## src/include/cog_pkg.sv

```systemverilog
// ============================================================
// Clamp, offset and gain control constants
// ============================================================
package cog_pkg;

  // ==========================================================
  // Register offsets
  // ==========================================================
  localparam logic [7:0] OFS_RED_GAIN          = 8'h05;
  localparam logic [7:0] OFS_GREEN_GAIN        = 8'h07;
  localparam logic [7:0] OFS_BLUE_GAIN         = 8'h09;
  localparam logic [7:0] OFS_RED_OFFSET_HIGH   = 8'h0B;
  localparam logic [7:0] OFS_RED_OFFSET_LOW    = 8'h0C;
  localparam logic [7:0] OFS_GREEN_OFFSET_HIGH = 8'h0D;
  localparam logic [7:0] OFS_GREEN_OFFSET_LOW  = 8'h0E;
  localparam logic [7:0] OFS_BLUE_OFFSET_HIGH  = 8'h0F;
  localparam logic [7:0] OFS_BLUE_OFFSET_LOW   = 8'h10;
  localparam logic [7:0] OFS_CLAMP_CONTROL     = 8'h18;
  localparam logic [7:0] OFS_CLAMP_PLACEMENT   = 8'h19;
  localparam logic [7:0] OFS_CLAMP_DURATION    = 8'h1A;
  localparam logic [7:0] OFS_AUTO_OFFSET_CTRL  = 8'h1B;
  localparam logic [7:0] OFS_CALIBRATION_HOLD  = 8'h2C;

  // ==========================================================
  // Storage indices (one byte each)
  // ==========================================================
  localparam int          NUM_REGS     = 14;
  localparam logic [3:0]  IDX_RED_GAIN = 4'h0;
  localparam logic [3:0]  IDX_GRN_GAIN = 4'h1;
  localparam logic [3:0]  IDX_BLU_GAIN = 4'h2;
  localparam logic [3:0]  IDX_RED_OFSH = 4'h3;
  localparam logic [3:0]  IDX_RED_OFSL = 4'h4;
  localparam logic [3:0]  IDX_GRN_OFSH = 4'h5;
  localparam logic [3:0]  IDX_GRN_OFSL = 4'h6;
  localparam logic [3:0]  IDX_BLU_OFSH = 4'h7;
  localparam logic [3:0]  IDX_BLU_OFSL = 4'h8;
  localparam logic [3:0]  IDX_CLAMP    = 4'h9;
  localparam logic [3:0]  IDX_PLACE    = 4'hA;
  localparam logic [3:0]  IDX_DUR      = 4'hB;
  localparam logic [3:0]  IDX_AUTO     = 4'hC;
  localparam logic [3:0]  IDX_HOLD     = 4'hD;

  // ==========================================================
  // Field positions
  // ==========================================================
  localparam int BIT_CLAMP_SRC    = 4;  // 1: external clamp pin
  localparam int BIT_CLAMP_POL    = 6;  // Low bit of polarity field
  localparam int BIT_SEL_RED      = 3;  // 1: midscale clamp
  localparam int BIT_SEL_GREEN    = 2;
  localparam int BIT_SEL_BLUE     = 1;
  localparam int BIT_AUTO_EN      = 5;
  localparam int BIT_RATE_LO      = 3;  // Update rate field [4:3]
  localparam int BIT_AUTO_HOLD    = 4;
  localparam int BIT_TARGET_LSB   = 7;  // Low register carries bit 0

  // ==========================================================
  // Reset values and timing
  // ==========================================================
  localparam logic [7:0] RST_ZERO      = 8'h00;
  localparam logic [7:0] RST_PLACEMENT = 8'h04;
  localparam logic [7:0] RST_DURATION  = 8'h28;
  localparam logic [4:0] CAL_CYCLES    = 5'h10;  // Samples per update
  // Update interval in line syncs, per rate code 0..3
  localparam logic [7:0] RATE_1        = 8'h00;  // Interval minus one
  localparam logic [7:0] RATE_16       = 8'h0F;
  localparam logic [7:0] RATE_64       = 8'h3F;
  localparam logic [7:0] RATE_256      = 8'hFF;

  // Clamp generator states, Gray from idle through placement to clamp
  typedef enum logic [1:0] {
    COG_IDLE  = 2'b00,
    COG_PLACE = 2'b01,
    COG_CLAMP = 2'b11,
    COG_SPARE = 2'b10
  } cog_state_e;

endpackage : cog_pkg

```

## src/hw/cog_clamp_offset_gain.sv

```systemverilog
`timescale 1ns/1ps
// Notes on behaviour
// - Clamp source bit selects external clamp pin
// - Polarity field sets external clamp active level
// - Wait placement pixels after sync trailing edge
// - Hold clamp for duration pixel periods
// - Per-channel midscale or ground clamp select
// - Seven-bit gain per channel, 0 highest
// - Offset pair: manual offset or target code
// - Manual offset: seven bits, two's complement, -64 to +63
// - Auto mode steers offset toward target code
// - Target code is nine-bit two's complement
// - Sixteen-cycle update right after clamp ends
// - Hold bit picks continuous or one-time
// - Rate field sets interval in line syncs
module cog_clamp_offset_gain
  import cog_pkg::*;
#(
  parameter int DATA_W = 8  // Converter sample width
)
(
  // Clock and reset
  input  wire logic              CLK,
  input  wire logic              NRST,
  // Register access from the serial port
  input  wire logic              REG_WE,
  input  wire logic              REG_RE,
  input  wire logic [7:0]        REG_ADDR,
  input  wire logic [7:0]        REG_WDATA,
  output logic      [7:0]        REG_RDATA,
  // Source timing
  input  wire logic              HSYNC,
  input  wire logic              CLAMP_PIN,
  // Converter samples
  input  wire logic [DATA_W-1:0] ADC_RED,
  input  wire logic [DATA_W-1:0] ADC_GREEN,
  input  wire logic [DATA_W-1:0] ADC_BLUE,
  // Analog front-end controls
  output logic                   CLAMP_OUT,
  output logic      [2:0]        CLAMP_MID,
  output logic      [6:0]        GAIN_RED,
  output logic      [6:0]        GAIN_GREEN,
  output logic      [6:0]        GAIN_BLUE,
  output logic      [8:0]        OFFSET_RED,
  output logic      [8:0]        OFFSET_GREEN,
  output logic      [8:0]        OFFSET_BLUE,
  output logic                   CAL_BUSY
);

  // ==========================================================
  // Parameter check
  // ==========================================================
  // The averaged sample must fit beside the 9-bit target
  if (DATA_W < 1 || DATA_W > 9)
  begin : g_bad_width
    $error("cog_clamp_offset_gain: DATA_W must be 1 to 9");
  end

  localparam int SUM_W = DATA_W + 4;  // Sum of sixteen samples

  // ==========================================================
  // State record
  // ==========================================================
  typedef struct packed {
    cog_state_e                  st;        // Internal clamp generator
    logic [7:0]                  cnt;       // Placement or duration count
    logic                        hs_d;      // Previous sync level
    logic                        clamp_d;   // Registered clamp
    logic                        cal_on;    // Update window open
    logic [4:0]                  cal_cnt;   // Samples taken
    logic                        due;       // Update allowed this window
    logic                        once_done; // One-time update spent
    logic [7:0]                  line_cnt;  // Line syncs since last due
    logic [NUM_REGS-1:0][7:0]    regs;      // Register storage
    logic [2:0][SUM_W-1:0]       sum;       // Per-channel sample sums
    logic [2:0][8:0]             acc;       // Applied offsets
    logic [7:0]                  rdata;     // Read data
  } cog_state_s;

  cog_state_s s_r;    // Current state
  cog_state_s s_nxt;  // Next state

  // ==========================================================
  // Helpers
  // ==========================================================
  // Address decode; unmapped offsets report no hit
  function automatic logic [4:0] reg_index(input logic [7:0] addr);
    logic [4:0] r;
    r = {1'b0, IDX_RED_GAIN};
    case (addr)
      OFS_RED_GAIN:          r = {1'b1, IDX_RED_GAIN};
      OFS_GREEN_GAIN:        r = {1'b1, IDX_GRN_GAIN};
      OFS_BLUE_GAIN:         r = {1'b1, IDX_BLU_GAIN};
      OFS_RED_OFFSET_HIGH:   r = {1'b1, IDX_RED_OFSH};
      OFS_RED_OFFSET_LOW:    r = {1'b1, IDX_RED_OFSL};
      OFS_GREEN_OFFSET_HIGH: r = {1'b1, IDX_GRN_OFSH};
      OFS_GREEN_OFFSET_LOW:  r = {1'b1, IDX_GRN_OFSL};
      OFS_BLUE_OFFSET_HIGH:  r = {1'b1, IDX_BLU_OFSH};
      OFS_BLUE_OFFSET_LOW:   r = {1'b1, IDX_BLU_OFSL};
      OFS_CLAMP_CONTROL:     r = {1'b1, IDX_CLAMP};
      OFS_CLAMP_PLACEMENT:   r = {1'b1, IDX_PLACE};
      OFS_CLAMP_DURATION:    r = {1'b1, IDX_DUR};
      OFS_AUTO_OFFSET_CTRL:  r = {1'b1, IDX_AUTO};
      OFS_CALIBRATION_HOLD:  r = {1'b1, IDX_HOLD};
      default:               r = {1'b0, IDX_RED_GAIN};
    endcase
    return r;
  endfunction : reg_index

  // ==========================================================
  // Decoded controls
  // ==========================================================
  logic [4:0]         wr_hit;     // Write decode
  logic [4:0]         rd_hit;     // Read decode
  logic               ext_src;    // External clamp selected
  logic               ext_high;   // External clamp active high
  logic               auto_en;    // Auto-offset enabled
  logic               hold_once;  // One-time auto-offset
  logic [1:0]         rate;       // Update rate code
  logic [7:0]         interval;   // Line syncs per update, minus one
  logic               hs_trail;   // Trailing edge of line sync
  logic               clamp_now;  // Clamp level this cycle
  logic [2:0][8:0]    target;     // Per-channel target codes
  logic [2:0][8:0]    manual;     // Per-channel manual offsets
  logic [2:0][DATA_W-1:0] sample; // Per-channel samples

  assign wr_hit    = reg_index(REG_ADDR);
  assign rd_hit    = wr_hit;
  assign ext_src   = s_r.regs[IDX_CLAMP][BIT_CLAMP_SRC];
  // polarity field, low bit decides the level
  assign ext_high  = s_r.regs[IDX_CLAMP][BIT_CLAMP_POL];
  // mode bit reinterprets the offset pairs
  assign auto_en   = s_r.regs[IDX_AUTO][BIT_AUTO_EN];
  assign hold_once = s_r.regs[IDX_HOLD][BIT_AUTO_HOLD];
  assign rate      = s_r.regs[IDX_AUTO][BIT_RATE_LO+1 -: 2];
  // trailing edge found in the pixel clock domain
  assign hs_trail  = s_r.hs_d & ~HSYNC;
  assign sample    = {ADC_RED, ADC_GREEN, ADC_BLUE};

  // interval chosen by the rate field
  always_comb
  begin
    case (rate)
      2'b00:   interval = RATE_1;
      2'b01:   interval = RATE_16;
      2'b10:   interval = RATE_64;
      default: interval = RATE_256;
    endcase
  end

  // Clamp level from the pin or the internal generator
  always_comb
  begin
    // external pin replaces the internal generator
    if (ext_src)
      // active level from the polarity field
      clamp_now = (CLAMP_PIN == ext_high);
    else
      clamp_now = (s_r.st == COG_CLAMP);
  end

  // Target codes and manual offsets per channel
  always_comb
  begin
    for (int c = 0; c < 3; c++)
    begin
      // nine-bit two's complement target, high byte first
      target[c] = {s_r.regs[IDX_RED_OFSH + 4'(2*(2-c))],
                   s_r.regs[IDX_RED_OFSL + 4'(2*(2-c))][BIT_TARGET_LSB]};
      // seven low bits, sign-extended, one step per code
      manual[c] = {{2{s_r.regs[IDX_RED_OFSH + 4'(2*(2-c))][6]}},
                   s_r.regs[IDX_RED_OFSH + 4'(2*(2-c))][6:0]};
    end
  end

  // ==========================================================
  // Next-state logic
  // ==========================================================
  always_comb
  begin
    logic [SUM_W-1:0] tot;   // Sum including the last sample
    logic [9:0]       avg;   // Average as signed ten-bit value
    logic [9:0]       tgt;   // Target as signed ten-bit value
    tot   = '0;
    avg   = '0;
    tgt   = '0;
    s_nxt = s_r;

    // Register writes
    if (REG_WE && wr_hit[4])
      s_nxt.regs[wr_hit[3:0]] = REG_WDATA;

    // Registered read; unmapped offsets read as zero
    if (REG_RE)
      s_nxt.rdata = rd_hit[4] ? s_r.regs[rd_hit[3:0]] : RST_ZERO;

    s_nxt.hs_d    = HSYNC;
    s_nxt.clamp_d = clamp_now;

    // internal generator, restarted by every trailing edge while the pin is not selected
    if (ext_src)
    begin
      s_nxt.st  = COG_IDLE;
      s_nxt.cnt = RST_ZERO;
    end
    else if (hs_trail)
    begin
      // Zero placement clamps on the very next cycle
      if (s_r.regs[IDX_PLACE] != RST_ZERO)
      begin
        s_nxt.st  = COG_PLACE;
        s_nxt.cnt = s_r.regs[IDX_PLACE] - 8'h01;
      end
      else if (s_r.regs[IDX_DUR] != RST_ZERO)
      begin
        s_nxt.st  = COG_CLAMP;
        s_nxt.cnt = s_r.regs[IDX_DUR] - 8'h01;
      end
      else
        s_nxt.st  = COG_IDLE;
    end
    else
    begin
      case (s_r.st)
        // Waiting out the placement count
        COG_PLACE:
        begin
          if (s_r.cnt != RST_ZERO)
            s_nxt.cnt = s_r.cnt - 8'h01;
          // zero duration means no clamp this line
          else if (s_r.regs[IDX_DUR] != RST_ZERO)
          begin
            s_nxt.st  = COG_CLAMP;
            s_nxt.cnt = s_r.regs[IDX_DUR] - 8'h01;
          end
          else
            s_nxt.st  = COG_IDLE;
        end
        // clamp stands for the duration count
        COG_CLAMP:
        begin
          if (s_r.cnt != RST_ZERO)
            s_nxt.cnt = s_r.cnt - 8'h01;
          else
            s_nxt.st  = COG_IDLE;
        end
        COG_IDLE:
          s_nxt.st = COG_IDLE;
        default:
          s_nxt.st = COG_IDLE;
      endcase
    end

    // count line syncs toward the next allowed update
    if (hs_trail)
    begin
      if (s_r.line_cnt >= interval)
      begin
        s_nxt.line_cnt = RST_ZERO;
        s_nxt.due      = 1'b1;
      end
      else
        s_nxt.line_cnt = s_r.line_cnt + 8'h01;
    end

    // window opens on the cycle after clamp falls
    if (auto_en && s_r.clamp_d && !clamp_now && !s_r.cal_on)
    begin
      s_nxt.cal_on  = 1'b1;
      s_nxt.cal_cnt = '0;
      s_nxt.sum     = '0;
    end
    else if (s_r.cal_on)
    begin
      for (int c = 0; c < 3; c++)
        s_nxt.sum[c] = s_r.sum[c] + SUM_W'(sample[c]);
      s_nxt.cal_cnt = s_r.cal_cnt + 5'h01;
      // Last of the sixteen samples
      if (s_r.cal_cnt == CAL_CYCLES - 5'h01)
      begin
        s_nxt.cal_on = 1'b0;
        // one-time mode applies a single update only
        if (s_r.due && !(hold_once && s_r.once_done))
        begin
          // Clearing due here; a new line sync in this cycle wins
          s_nxt.due       = hs_trail && (s_r.line_cnt >= interval);
          s_nxt.once_done = 1'b1;
          for (int c = 0; c < 3; c++)
          begin
            tot = s_r.sum[c] + SUM_W'(sample[c]);
            avg = 10'(tot[SUM_W-1:4]);
            tgt = {target[c][8], target[c]};
            // step the offset one code toward the target
            if ($signed(avg) < $signed(tgt) && s_r.acc[c] != 9'h0FF)
              s_nxt.acc[c] = s_r.acc[c] + 9'h001;
            else if ($signed(avg) > $signed(tgt) && s_r.acc[c] != 9'h100)
              s_nxt.acc[c] = s_r.acc[c] - 9'h001;
          end
        end
      end
    end

    // manual mode applies the register value directly
    if (!auto_en)
    begin
      s_nxt.acc       = manual;
      s_nxt.cal_on    = 1'b0;
      s_nxt.once_done = 1'b0;
    end
  end

  // ==========================================================
  // State register
  // ==========================================================
  // Synchronous reset; recommended clamp timing after reset
  always_ff @(posedge CLK)
  begin
    if (!NRST)
    begin
      s_r                <= '0;
      s_r.st             <= COG_IDLE;
      s_r.regs[IDX_PLACE] <= RST_PLACEMENT;
      s_r.regs[IDX_DUR]   <= RST_DURATION;
    end
    else
      s_r <= s_nxt;
  end

  // ==========================================================
  // Outputs
  // ==========================================================
  assign REG_RDATA    = s_r.rdata;
  assign CLAMP_OUT    = s_r.clamp_d;
  // independent midscale select for each converter
  assign CLAMP_MID    = {s_r.regs[IDX_CLAMP][BIT_SEL_RED],
                         s_r.regs[IDX_CLAMP][BIT_SEL_GREEN],
                         s_r.regs[IDX_CLAMP][BIT_SEL_BLUE]};
  // seven-bit gain, 0 is the highest gain
  assign GAIN_RED     = s_r.regs[IDX_RED_GAIN][6:0];
  assign GAIN_GREEN   = s_r.regs[IDX_GRN_GAIN][6:0];
  assign GAIN_BLUE    = s_r.regs[IDX_BLU_GAIN][6:0];
  assign OFFSET_RED   = s_r.acc[2];
  assign OFFSET_GREEN = s_r.acc[1];
  assign OFFSET_BLUE  = s_r.acc[0];
  assign CAL_BUSY     = s_r.cal_on;

endmodule : cog_clamp_offset_gain

```

## config.mk

```make
export PLATFORM = sky130hd
export DESIGN_NAME = cog_clamp_offset_gain
export DESIGN_NICKNAME = d
export VERILOG_FILES = /design/src/include/cog_pkg.sv /design/src/hw/cog_clamp_offset_gain.sv
export SDC_FILE = /design/constraint.sdc
export NUM_CORES = 1
export LEC_CHECK = 0
export BUFFER_PORTS_ARGS = -buffer_cell sky130_fd_sc_hd__clkbuf_2
export CAP_MARGIN = 20
export CORE_MARGIN = 1
export CORE_UTILIZATION = 50
export DETAILED_ROUTE_END_ITERATION = 6
export PLACE_DENSITY = 0.68
export RECOVER_POWER = 25
export SLEW_MARGIN = 20
export SYNTH_ARGS = -nofsm -noshare
export SYNTH_HDL_FRONTEND = slang
export SYNTH_SLANG_ARGS = --single-unit
```

## constraint.sdc

```tcl
create_clock -name CLK -period 14.6 [get_ports CLK]
set_input_delay 1.46 -clock CLK [delete_from_list [all_inputs] [get_ports CLK]]
set_output_delay 1.46 -clock CLK [all_outputs]
set_load 0.02 [all_outputs]
```

**Word-level counts from Yosys, hierarchy flattened**

Memory sizes are Yosys's and may differ from the RTL's.
Cells that the tools add are included.

- Memories: 1
- Output and inout port bits: 61
- Memory bits (read-only): 320
- Register bits: 211

Memory list:

| memory | words | width | read ports | clocked after Yosys merged registers in | write ports | RTL line | text |
|---|---|---|---|---|---|---|---|
| (no name shown) | 64 | 5 | 1 | 0 | 0 | cog_clamp_offset_gain.sv:90 | `case (addr)` |

- Bitwise logic cells: 4
- Reduce and logical (&&, ||, !) cells: 32
- $lt $le $gt $ge: 9
- Mux-type cells: 39
- Add/sub/neg operators: 14
- Equal/unequal tests: 22

Operators by type and width:

| cell | number |
|---|---|
| $mux 27 | 5 |
| $bwmux 112 | 1 |
| $mux 8 | 8 |
| $mux 9 | 6 |
| $add 12x8->12 | 3 |
| $bmux 8 s4 | 1 |
| $demux 8 s4 | 1 |
| $add 9x1->9 const B | 3 |
| $gt 9x9->1 | 3 |
| $lt 9x9->1 | 3 |
| $ne 9x8->1 const B | 3 |
| $ne 9x9->1 const B | 3 |
| $sub 9x1->9 const B | 3 |
| $pmux 8 s3 | 1 |
| $reduce_bool 8->1 | 3 |
| $sub 8x1->8 const B | 3 |
| $mux 10 | 2 |
| $pmux 8 s2 | 1 |
| $reduce_and 5->1 | 3 |
| $logic_and 1x1->1 | 14 |
| $mux 2 | 6 |
| $ne 3x1->1 const B | 3 |
| $add 8x1->8 const B | 1 |
| $ge 8x8->1 | 1 |
| other kinds (23) | 39 |

**Depth between registers and ports, before layout**

- Depth after elaboration: 10
- Depth in mapped cells: 23

**Worst setup path after synthesis**

OpenSTA, ideal clock, no wires.

- Path kind: input-to-reg
- From: in ADC_RED[0]
- To: reg s_r, in the netlist OFFSET_RED[8]
- Buffers on the path: 0
- Required time: 14.526 ns
- Cell stages on the path: 22
- Slack: 8.487 ns
- Data arrival time: 6.038 ns
- Cell sequence: ha_1 > fa_1 > a21o_1 > a21oi_1 > o21bai_1 > a2111o_1 > nand3_1 > xnor2_1 > ha_1 > or4_1 > a21oi_1 > a32oi_1 > nor2_1 > inv_1 > fa_1 > a21oi_1 > nor2b_1 > o31a_1 > o41ai_1 > xnor2_1 > or3_1 > a31oi_1

- Cells in the longest elaborated chain, start to end: 9
- Elaborated cells on any way between the ends: 13
- Those cells by class: add/sub: 1; order compare: 2; eq/ne: 1; mux: 6; reduce/logical: 3

RTL lines:

| what | RTL line | text |
|---|---|---|
| from (decl) | cog_clamp_offset_gain.sv:35 | `input wire logic [DATA_W-1:0] ADC_RED,` |
| $add 12x8->12 (*) | cog_clamp_offset_gain.sv:290 | `tot = s_r.sum[c] + SUM_W'(sample[c]);` |
| $lt 9x9->1 | cog_clamp_offset_gain.sv:294 | `if ($signed(avg) < $signed(tgt) && s_r.acc[c] != 9'h0FF)` |
| $logic_and 1x1->1 | cog_clamp_offset_gain.sv:294 |  |
| $mux 9 | cog_clamp_offset_gain.sv:294 |  |
| $mux 27 | cog_clamp_offset_gain.sv:283 | `if (s_r.due && !(hold_once && s_r.once_done))` |
| $mux 27 | cog_clamp_offset_gain.sv:279 | `if (s_r.cal_cnt == CAL_CYCLES - 5'h01)` |
| $mux 27 | cog_clamp_offset_gain.sv:273 | `else if (s_r.cal_on)` |
| $mux 27 | cog_clamp_offset_gain.sv:267 | `if (auto_en && s_r.clamp_d && !clamp_now && !s_r.cal_on)` |
| $mux 27 | cog_clamp_offset_gain.sv:304 | `if (!auto_en)` |
| to (signal assigned) | cog_clamp_offset_gain.sv:326 | `s_r <= s_nxt;` |
| to (decl) | cog_clamp_offset_gain.sv:80 | `cog_state_s s_r;` |

Mark *: on every way between the ends. The rest lies on a longest branch, timed or not. The select of a mux whose other input is x is not followed.
A chain may end at the register's enable or synchronous reset.

**Worst setup path in the final report**

Same ends and word-level chain as after synthesis.

==> impl_results.md <==
- Status: finished with violations
- Failing checks: capacitance limit, slew limit
- Syn avg cell area: 8.50 um^2
- Max VDD drop: 64.2 uV
- Total die area: 28300 um^2
- Routed WL: 37700 um
- Cells after Synth: roughly 1.6k
- Share of synthesized flip-flops with an asynchronous set or reset: 0%
- Worst-Margin Slew: 3100 ps
- Vias per inst: 5.97
- Leak pwr: 5.97 nW
- Initial antenna violation count: 0
- Final setup margin: 8380 ps
- Critical R2R Launch: s_r[59]
- #FFs+latches synth: about 210
- 1st-iter DRT viols: slightly below 1k
- CTS tree: built
- Pre-antenna DRT Iters: 5
- CTS clock-pin slew for the worst setup and hold paths: 60 ps
- Seq/Total Area, Yosys: 30.6%
- Via count: 11.8k
- Reg2reg end: OFFSET_RED[8]
- Cts repair resizes: 0
- R2R setup slack: 9100 ps
- Synth Flop Type: dfxtp_1
- GP Congestion: 0.924
- Fillers: 2508
- First-pass GRT wire length: 60100 um
- Fraction of layout cells with a size suffix above 1: 8.39%
- Clock root buffer: clkbuf_16
- Pwr Density: 93.4 nW/um^2
- Diode count: 0
- Layout Area Growth over Synthesis: 7.88%
- Switch share: 24.4%
- Cells after DPL: 1942
- Worst r2r path cells: 22
- Final count of negative-setup-slack endpoints: 0
- FF+latch area: 4230 um^2
- Max Fclk: 161 MHz
- Clock share of power: 48.4%
- IO Pins: 107
- Clk_skew: between 10 and 15 ps
- CTS Buf Count: 25
- Largest net degree at the start of global routing: 79
- Worst Setup SP: ADC_RED[0]
- Clock latency on the worst-skew pair: 520 ps
- Syn_nets: between 1.5k and 2k
- TNS Setup: 0 ps
- Critical path endpoint: OFFSET_RED[8]
- Warnings from Yosys: 0
- CP Max Fanout: 8
- Chip width: 168 um
- CP arrival: 6650 ps
- Initial Util: 51.0%
- Antenna-violating nets left: 0
- RSZ-0062 raised after global routing: false
- Dpl hpwl: 26700 um
- WP data required: 15030 ps
- DR WL/cell: 19.0 um
- # hold bufs at CTS: 0
- Unique cell type count in the Yosys netlist: 81
- Number of flops mapped to enable cells by yosys: 0
- Fin. Hold Viols: 0
- CP startpoint kind: primary input
- Crit path time final: 6220 ps
- Total track usage: 26.4%
- Worst setup EP type: flop
- Comb power frac: 9.6%
- Internal power: between 1 and 1.5 mW
- Hold crit path type: reg -> reg
- Period utilization: between 40 and 50%
- Number of global-route vias before repair: around 11k
- Pre-CTS setup slack: between 7000 and 8000 ps
- Core Box Area: 27000 um^2
- Port bufs: between 100 and 150
- Fin nets: 1765
- DRC viols: 0
- Synth Cell Area: about 14000 um^2
- Register share of total power: 42.0%
- Final slew viol count: 79
- Max-cap violations: 1
- Die height: ~170 um
- Final std cells w/o fill: 1986
- Hold WS: 456 ps
- Clock net sink count: 211
- Site Rows: 60
- Kind of critical path: in -> reg
- Clock buffer depth: 3
- H-tree levels: 1
- P_sw: 0.339 mW
- Post-CTS Setup Bufs: 0
- GR Overflow Total: 0
- Max-slew headroom: -107%
- Area occupied by multi-input gates: 8500 um^2
## worst max-delay path, stage by stage
cell and delay, ps:
clkbuf_2 80, ha_1 210, fa_1 400, a21o_1 200, a21oi_1 220, o21bai_1 130, a2111o_1 490, nand3_1 130
xnor2_1 70, ha_1 180, or4_1 460, a21oi_1 130, a32oi_1 180, nor2_1 250, inv_1 210, fa_1 450
a21oi_1 140, nor2b_1 70, o31a_1 250, o41ai_1 350, xnor2_1 120, or3_1 310, a31oi_1 150
## worst min path at each step
| stage | start | endpoint | cells after the start |
|---|---|---|---|
| final | s_r[138] | s_r[138] | 2 |
| after global routing | s_r[139] | s_r[139] | 2 |
| after CTS | s_r[136] | s_r[136] | 2 |
| after detailed placement | s_r[138] | s_r[138] | 2 |
| after global placement | s_r[138] | s_r[138] | 2 |
| after floorplan | REG_RDATA[1] | REG_RDATA[1] | 2 |
## area by class of cell
class                   instances  share of cell area [%]
clock buffers                  33                    4.68
clock inverters                11                    1.24
inverters                      85                    2.14
multi-input cells            1189                    57.1
flip-flops and latches        211                    28.4
well taps                     341                    2.87
repair buffers                116                    3.58
## metal layers
metal	vias to the layer above	track usage, %	wire (um)
met5	-	0	0
met4	0	7.39	999
met3	66	3.34	2400
met2	404	41.2	16500
met1	5608	38.1	17800
li1	5770	-	-
## metrics by stage
step                      util, %  power (mW)  cell area [um^2]
after floorplan                 -       0.690             13800
after global placement       52.1       0.725             14100
after detailed placement     52.1       0.727             14100
after CTS                    55.3        1.40             15000
after global routing         55.1        1.44             14900
final                        55.1        1.39             14900
## logic make-up after synthesis
group                      count (synthesis)  share of synthesized area [%]
AOI/OAI and AO/OA                        362                           17.4
xor gates and xnor gates                  68                           4.32
adders and majority gates                 91                           8.58
buffers and inverters                    223                           7.97
DFF                                      211                           30.6
muxes                                    149                           10.9
and+or+nand+nor                          519                           20.2
## cells in the mapped netlist, types with 8 or more instances
master    number  area [um^2]
o221ai_1       9         78.8
dfxtp_1      211         4220
xnor2_1       45          394
nor3_1        44          220
inv_1         85          319
nor2b_1      118          738
a311oi_1      13          114
and3_1        10         62.6
nand2_1       91          342
and2_1         9         56.3
ha_1          85         1060
o21a_1        17          128
mux2i_1      142         1420
or3_1         14         87.6
a21o_1         9         67.6
buf_2         12         60.1
nand3_1       31          155
xor2_1        23          201
or4_1          8         60.1
a31oi_1        8         50.1
clkbuf_1      60          225
a21oi_1       72          360
o211ai_1      16          120
a211oi_1      26          195
nand2b_1      13         81.3
o22ai_1       14         87.6
o21ai_0       85          425
buf_4         60          450
nand4_1       20          125
nor2_1       115          432
a21boi_0       9         67.6
## registers in the layout, summed over array words and instances (netlist names)
signal and count:
GAIN_RED 7, ext_src 1, rate 2, manual 21
ext_high 1, CLAMP_OUT 1, auto_en 1, hold_once 1
OFFSET_RED 9, OFFSET_GREEN 9, CAL_BUSY 1, REG_RDATA 8
s_r 123, GAIN_BLUE 7, CLAMP_MID 3, GAIN_GREEN 7
OFFSET_BLUE 9
## placed cells by master (no fill, tap or decap), types with 23 or more instances in the layout
| master | instances |
|---|---|
| clkbuf_16 | 25 |
| clkbuf_2 | 48 |
| mux2i_1 | 142 |
| nand3_1 | 31 |
| inv_1 | 85 |
| a21oi_1 | 72 |
| xnor2_1 | 45 |
| o21ai_0 | 85 |
| dfxtp_1 | 210 |
| a211oi_1 | 26 |
| nor3_1 | 44 |
| nand2_1 | 91 |
| clkbuf_1 | 62 |
| nor2b_1 | 118 |
| ha_1 | 85 |
| nor2_1 | 115 |
| xor2_1 | 23 |
## power groups by stage
| stage | registers, mW | logic (mW) | clock network (mW) |
|---|---|---|---|
| final | 0.584 | 0.133 | 0.673 |
| after global routing | 0.584 | 0.145 | 0.707 |
| after CTS | 0.584 | 0.131 | 0.682 |
| after detailed placement | 0.597 | 0.130 | 0 |
| after global placement | 0.597 | 0.128 | 0 |
| after floorplan | 0.595 | 0.0950 | 0 |
Power figures use the tool's default switching activity.
